$ cat config.mk
export PLATFORM = sky130hd
export DESIGN_NAME = linreg_ctrl
export DESIGN_NICKNAME = d
export VERILOG_FILES = /design/src/core/linreg_ctrl.v
export VERILOG_INCLUDE_DIRS = /design/src /design/src/core
export SDC_FILE = /design/constraint.sdc
export NUM_CORES = 1
export LEC_CHECK = 0
export ABC_AREA = 1
export CORE_MARGIN = 3
export CORE_UTILIZATION = 57
export CTS_BUF_LIST = sky130_fd_sc_hd__clkbuf_16
export CTS_CLUSTER_DIAMETER = 30
export DETAILED_ROUTE_END_ITERATION = 16
export DONT_BUFFER_PORTS = 1
export PLACE_DENSITY = 0.81
export SLEW_MARGIN = 20
export SYNTH_ARGS = -nofsm -noshare
export SYNTH_HDL_FRONTEND = slang
export SYNTH_SLANG_ARGS = --single-unit
$ cat constraint.sdc
create_clock -name i_sys_clk -period 1.2 [get_ports i_sys_clk]
set_clock_uncertainty 0.1 [all_clocks]
set_input_delay 0.06 -clock i_sys_clk [delete_from_list [all_inputs] [get_ports i_sys_clk]]
set_output_delay 0.06 -clock i_sys_clk [all_outputs]
set_load 0.05 [all_outputs]
$ cat src/core/linreg_ctrl_regs.vh
// Register map and field layout of the linear regulator control bank.
// Assumes APB with 32-bit data; each register takes one aligned word.
`ifndef LINREG_CTRL_REGS_VH
`define LINREG_CTRL_REGS_VH

// =============================================================
// Register indices (printed offsets) and byte addresses
`define LINREG7_IDX 8'h2c
`define LINREG8_IDX 8'h2d
`define LINREG9_IDX 8'h2e
`define LINREG10_IDX 8'h2f
`define LINREG_ADDR_W 12
`define LINREG7_ADDR 12'h0b0
`define LINREG8_ADDR 12'h0b4
`define LINREG9_ADDR 12'h0b8
`define LINREG10_ADDR 12'h0bc
`define LINREG_STATE_ADDR 12'h0c0

// =============================================================
// Field positions
`define F_ENABLE 0
`define F_ENSRC_LO 1
`define F_ENSRC_HI 2
`define F_PD_OFF 3
`define F_VPICK 4
`define F_VSRC_LO 5
`define F_VSRC_HI 6
`define F_SEQ_TGT 7

// =============================================================
// Source codes and reset value
`define SRC_SEQ 2'h0
`define SRC_GP_ONE 2'h1
`define SRC_GP_TWO 2'h2
`define SRC_GP_THIRTEEN 2'h3
`define LINREG_RESET 8'h00

`endif

$ cat src/core/linreg_ctrl.v
// Control register bank for four linear regulators (seven to ten).
// Assumes an APB master on i_sys_clk and GP inputs synchronous to it.
`timescale 1ns/10ps
`include "linreg_ctrl_regs.vh"

// Notes on behaviour
// - Bit 0 turns a regulator off at 0 and on at 1.
// - Bit 7 is the enable state the sequencer applies when it runs.
// - Bits 2:1 pick the enable source: sequencer, or GP one, two, 13.
// - A named GP input switches the regulator on going passive to active.
// - A named GP input switches the regulator off going active to passive.
// - Bits 6:5 use the same codes; passive to active picks setting A.
// - Under GP voltage control active to passive picks B, no ramp.
// - Bit 4 picks setting A at 0 or B at 1, applied at once.
// - Bit 3 at 0 connects the pull-down of a disabled output, 1 does not.
module linreg_ctrl (
  // Clock and reset
  input wire i_sys_clk,
  input wire i_rst,
  // APB slave
  input wire i_psel,
  input wire i_penable,
  input wire i_pwrite,
  input wire [11:0] i_paddr,
  input wire [31:0] i_pwdata,
  input wire [3:0] i_pstrb,
  output wire o_pready,
  output reg [31:0] o_prdata,
  output wire o_pslverr,
  // Power state and sequencer
  input wire i_active_state,
  input wire i_seq_run,
  // General purpose inputs
  input wire i_gp_input_one,
  input wire i_gp_input_two,
  input wire i_gp_input_thirteen,
  // Regulator controls, bit n-7 for regulator n
  output reg [3:0] o_reg_enable,
  output reg [3:0] o_reg_voltage_b,
  output reg [3:0] o_reg_pulldown_on
);

// =============================================================
// Bus decode
wire wr_go = i_psel & i_penable & i_pwrite & i_pstrb[0];
wire rd_go = i_psel & i_penable & ~i_pwrite;
wire [3:0] hit;
wire hit_state = (i_paddr == `LINREG_STATE_ADDR);
wire mapped = (|hit) | hit_state;
assign hit[0] = (i_paddr == `LINREG7_ADDR);
assign hit[1] = (i_paddr == `LINREG8_ADDR);
assign hit[2] = (i_paddr == `LINREG9_ADDR);
assign hit[3] = (i_paddr == `LINREG10_ADDR);
// Zero wait states; unmapped addresses answer with an error
assign o_pready = 1'b1;
assign o_pslverr = i_psel & i_penable & ~mapped;

// =============================================================
// Power state edge detection
reg active_q;
wire go_active = i_active_state & ~active_q;
wire go_passive = ~i_active_state & active_q;
always @(posedge i_sys_clk) begin
  if (i_rst) begin
    active_q <= 1'b0;
  end else begin
    active_q <= i_active_state;
  end
end

// Selected GP level per code; code 0 is unused
function gp_level;
  input [1:0] code;
  begin
    if (code == `SRC_GP_ONE) begin
      gp_level = i_gp_input_one;
    end else if (code == `SRC_GP_TWO) begin
      gp_level = i_gp_input_two;
    end else begin
      gp_level = i_gp_input_thirteen;
    end
  end
endfunction

// =============================================================
// Per regulator control register and outputs
wire [7:0] ctrl [0:3];
wire [3:0] next_enable;
wire [3:0] next_voltage_b;
wire [3:0] next_pulldown_on;
genvar g;
generate
  for (g = 0; g < 4; g = g + 1) begin : reg_slice
    reg [7:0] cr;
    wire [1:0] ensrc = cr[`F_ENSRC_HI:`F_ENSRC_LO];
    wire [1:0] vsrc = cr[`F_VSRC_HI:`F_VSRC_LO];
    // GP gated transitions, taken only while the GP input is high
    wire en_gp = (ensrc != `SRC_SEQ) & gp_level(ensrc);
    wire v_gp = (vsrc != `SRC_SEQ) & gp_level(vsrc);
    assign ctrl[g] = cr;
    always @(posedge i_sys_clk) begin
      if (i_rst) begin
        cr <= `LINREG_RESET;
      end else if (wr_go && hit[g]) begin
        // Bus write wins over a same-cycle hardware update
        cr <= i_pwdata[7:0];
      end else begin
        if (ensrc == `SRC_SEQ && i_seq_run) begin
          cr[`F_ENABLE] <= cr[`F_SEQ_TGT];
        end else if (en_gp && go_active) begin
          cr[`F_ENABLE] <= 1'b1;
        end else if (en_gp && go_passive) begin
          cr[`F_ENABLE] <= 1'b0;
        end
        if (v_gp && go_active) begin
          cr[`F_VPICK] <= 1'b0;
        end else if (v_gp && go_passive) begin
          cr[`F_VPICK] <= 1'b1;
        end
      end
    end
    // Outputs follow the stored bits; no ramping of the voltage pick
    assign next_enable[g] = cr[`F_ENABLE];
    assign next_voltage_b[g] = cr[`F_VPICK];
    assign next_pulldown_on[g] = ~cr[`F_ENABLE] & ~cr[`F_PD_OFF];
  end
endgenerate

// =============================================================
// Output flops, one process so each vector has a single driver
always @(posedge i_sys_clk) begin
  if (i_rst) begin
    o_reg_enable <= 4'h0;
    o_reg_voltage_b <= 4'h0;
    o_reg_pulldown_on <= 4'hf;
  end else begin
    o_reg_enable <= next_enable;
    o_reg_voltage_b <= next_voltage_b;
    o_reg_pulldown_on <= next_pulldown_on;
  end
end

// =============================================================
// Read data, registered during the setup phase
always @(posedge i_sys_clk) begin
  if (i_rst) begin
    o_prdata <= 32'h0000_0000;
  end else if (i_psel && !i_penable && !i_pwrite) begin
    if (i_paddr == `LINREG7_ADDR) begin
      o_prdata <= {24'h00_0000, ctrl[0]};
    end else if (i_paddr == `LINREG8_ADDR) begin
      o_prdata <= {24'h00_0000, ctrl[1]};
    end else if (i_paddr == `LINREG9_ADDR) begin
      o_prdata <= {24'h00_0000, ctrl[2]};
    end else if (i_paddr == `LINREG10_ADDR) begin
      o_prdata <= {24'h00_0000, ctrl[3]};
    end else if (hit_state) begin
      o_prdata <= {20'h0_0000, o_reg_pulldown_on, o_reg_voltage_b,
        o_reg_enable};
    end else begin
      o_prdata <= 32'h0000_0000;
    end
  end
end

endmodule

==> flow_summary.json <==
{
  "synthSimpleGateAreaFrac_pct": 28.5,
  "grt_overflow_total": 0,
  "powerDensity_nw_per_um2": 1160,
  "row_count": 25,
  "drc": 0,
  "drtIter0Drc": 445,
  "path_common_cell": "nand2_1",
  "hold_slack_ns": -0.313,
  "synth_area_leader_cell": "dfxtp_1",
  "cp-start-kind": "register",
  "area_growth_syn_to_layout_pct": 37.3,
  "clock_latency_ns": 0.33,
  "synthXorXnorAreaFrac_pct": 0,
  "crit_buf_inv": 1,
  "power_w": 0.00477,
  "antenna_found_initial": 0,
  "clock_path_buffers": 2,
  "postRouteAntennaNets": 0,
  "crit_required_ns": 1.36,
  "finalNetCount": 583,
  "tritoncts": "yes",
  "root_buffer": "clkbuf_16",
  "synthAdderAreaFrac_pct": 0,
  "min-delay-start": "i_rst",
  "max_stage_delay_ns": 0.34,
  "critPathTopFamily": "compound AO/OA/AOI/OAI gates",
  "synth-compound-area-share_pct": 19.1,
  "crit_arrival_ns": 1.44,
  "fin_crit_sh_pct": 107,
  "reg2reg_to": "reg_slice[2].cr[0]",
  "htree_levels": 3,
  "critPathLaunch": "reg_slice[2].cr[2]",
  "grt_pass1_wl_um": 14500,
  "crit_type": "register to register",
  "yosysWarnings": 0,
  "dp_hpwl_um": 6260,
  "synthTopCellsByCount": "83 x nand2_1, 57 x dfxtp_1, 54 x o21ai_0",
  "yosys-top-cells-area": "dfxtp_1 38%, nand2_1 10%, o21ai_0 9.0%, nand3_1 7.5%, a21oi_1 7.0%",
  "start_util_pct": 61.2,
  "die_area_um2": 6150,
  "async_flop_share_pct": 0,
  "cp_max_fo": 6,
  "io_pins": 104,
  "numCtsBuffers": 9,
  "reg2reg_depth": 8,
  "post_drt_wl_per_cell_um": 16.3,
  "avgSynthCellArea_um2": 6.73,
  "clock_sinks": 57,
  "hold_violations": 22,
  "endpoint": "reg_slice[2].cr[0]",
  "drt_wl_total_um": 9730,
  "post-place-ws_ns": -0.142,
  "hp-class": "input pin to register",
  "die_w_um": 78.4,
  "violations": "negative hold slack, negative setup slack",
  "r2r_setup_slack_ns": -0.08,
  "ys_ff_latch": 57,
  "num_vias": 3450,
  "yosysSeqAreaShare_pct": 38.2,
  "antenna_cells": 0,
  "utilization_pct": 84.1,
  "port_buffers": 0,
  "netlist_area_um2": 2990,
  "via_per_inst": 5.78,
  "maxCapViolations": 0,
  "grt_max_degree": 29,
  "synthCells": 444,
  "yosysTopAreaCellShare_pct": 38.2,
  "status": "finished, violations left",
  "post_synth_num_cell_types": 26,
  "worstSetupEndpointType": "register",
  "ir_drop_uv": 1070,
  "synth_edf_count": 0,
  "fmax_mhz": 780,
  "place_area_um2": 3510,
  "setup_violations": 3,
  "synth-main-ff-cell": "dfxtp_1",
  "drive_gt1_share_pct": 28.5,
  "leakage_nw": 1.74,
  "r2r-start": "reg_slice[2].cr[2]",
  "critical_path_depth": 8,
  "gp_congestion": 0.956,
  "grt_pass1_vias": 2997,
  "synthMuxAreaShare_pct": 0,
  "slowest_stage": "dfxtp_2",
  "cts.clk_slew.worst_paths_ns": 0.05,
  "synth.most_common_cell": "nand2_1",
  "rsz0062_at_grt": "yes",
  "synth_top_family_by_area": "simple AND/OR/NAND/NOR gates",
  "final_area_um2": 4100,
  "dr.pass1.iters": 6,
  "die_h_um": 78.4,
  "core_area_um2": 4880,
  "crit_chain": "inv_4 -> a21oi_2 -> o21ai_2 -> o31ai_2 -> nand2_1 -> nand2_1 -> nor2_1 -> a21oi_1",
  "grt_usage_pct": 30.1,
  "period_minus_slack_ns": 1.28,
  "slew_viol_final": 0,
  "setup_ws_ns": -0.0822
}
report_power, final:
group / switching (W) / total [W] / internal [W]
clock network: 0.000896 / 0.00248 / 0.00158
registers: 0.00000162 / 0.00189 / 0.00189
logic: 0.000297 / 0.000402 / 0.000105
cell families after synthesis:
family          count (synthesis)
buf+inv                        87
flops                          57
compound gates                110
simple gates                  188
other cells                     2
sequential cells by signal (all words and copies together) (netlist names):
signal and cells:
o_prdata 12, reg_slice.cr 32, active_q 1, o_reg_enable 4
o_reg_voltage_b 4, o_reg_pulldown_on 4
cell usage in the layout, fill, tap and decap left out, types with 2 or more instances in the layout:
cell / n
nand3_1: 43
nand2_2: 4
dfxtp_1: 37
nor2_4: 5
nor3_1: 2
o21ai_2: 6
inv_1: 40
inv_4: 4
conb_1: 21
o21ai_0: 36
dlygate4sd3_1: 16
nand4_1: 5
dfxtp_4: 2
buf_4: 64
nor2_2: 7
inv_2: 9
clkinv_1: 2
nand2_1: 80
dfxtp_2: 18
buf_12: 3
buf_6: 3
o211ai_1: 5
nor2_1: 32
clkbuf_16: 9
o21ai_1: 18
nand2_4: 2
nand3_2: 4
a21oi_1: 41
per-stage QoR:
| step | TNS, ns | std cells |
|---|---|---|
| floorplan | -0.134 | 463 |
| global placement | -1.31 | 559 |
| detailed placement | -2.93 | 559 |
| CTS | -0.00253 | 592 |
| global route | -0.687 | 597 |
| finish | -0.0953 | 597 |
routing by layer:
| metal | GRT usage (%) | vias up | part of all wire (%) |
|---|---|---|---|
| met3 | 9.29 | 45 | 11 |
| met1 | 37.6 | 1558 | 38 |
| li1 | - | 1584 | - |
| met2 | 49.9 | 263 | 47 |
| met5 | 0 | - | 0 |
| met4 | 9.27 | 0 | 4.5 |
worst min-delay path by stage:
stage,depth (start not counted),slack (ns),end
5_1_grt,1,-0.32,o_reg_voltage_b[2]
3_5_place_dp,1,0.03,o_reg_enable[2]
3_3_place_gp,1,0.03,o_reg_enable[2]
6_report,1,-0.31,o_reg_enable[2]
2_1_floorplan,1,0.03,o_reg_enable[3]
4_1_cts,1,-0.31,o_reg_voltage_b[2]
final cells by class:
cell class                 count  area, um^2
clock buffer                   9         225
clock inverter                 7        62.6
fill                         301         778
inverter                      52         205
multi-input combinational    319        1620
sequential                    57        1170
tap                           67        83.8
timing repair buffer          86         734
timing repair:
item,in CTS,in global routing
endpoints found under the hold margin,55,24
pin swaps,6,33
gates resized for setup,13,50
endpoints found under the setup margin,7,14
setup buffers,1,7
hold buffers,16,2
Note: power is estimated with default switching activity, not from simulation.
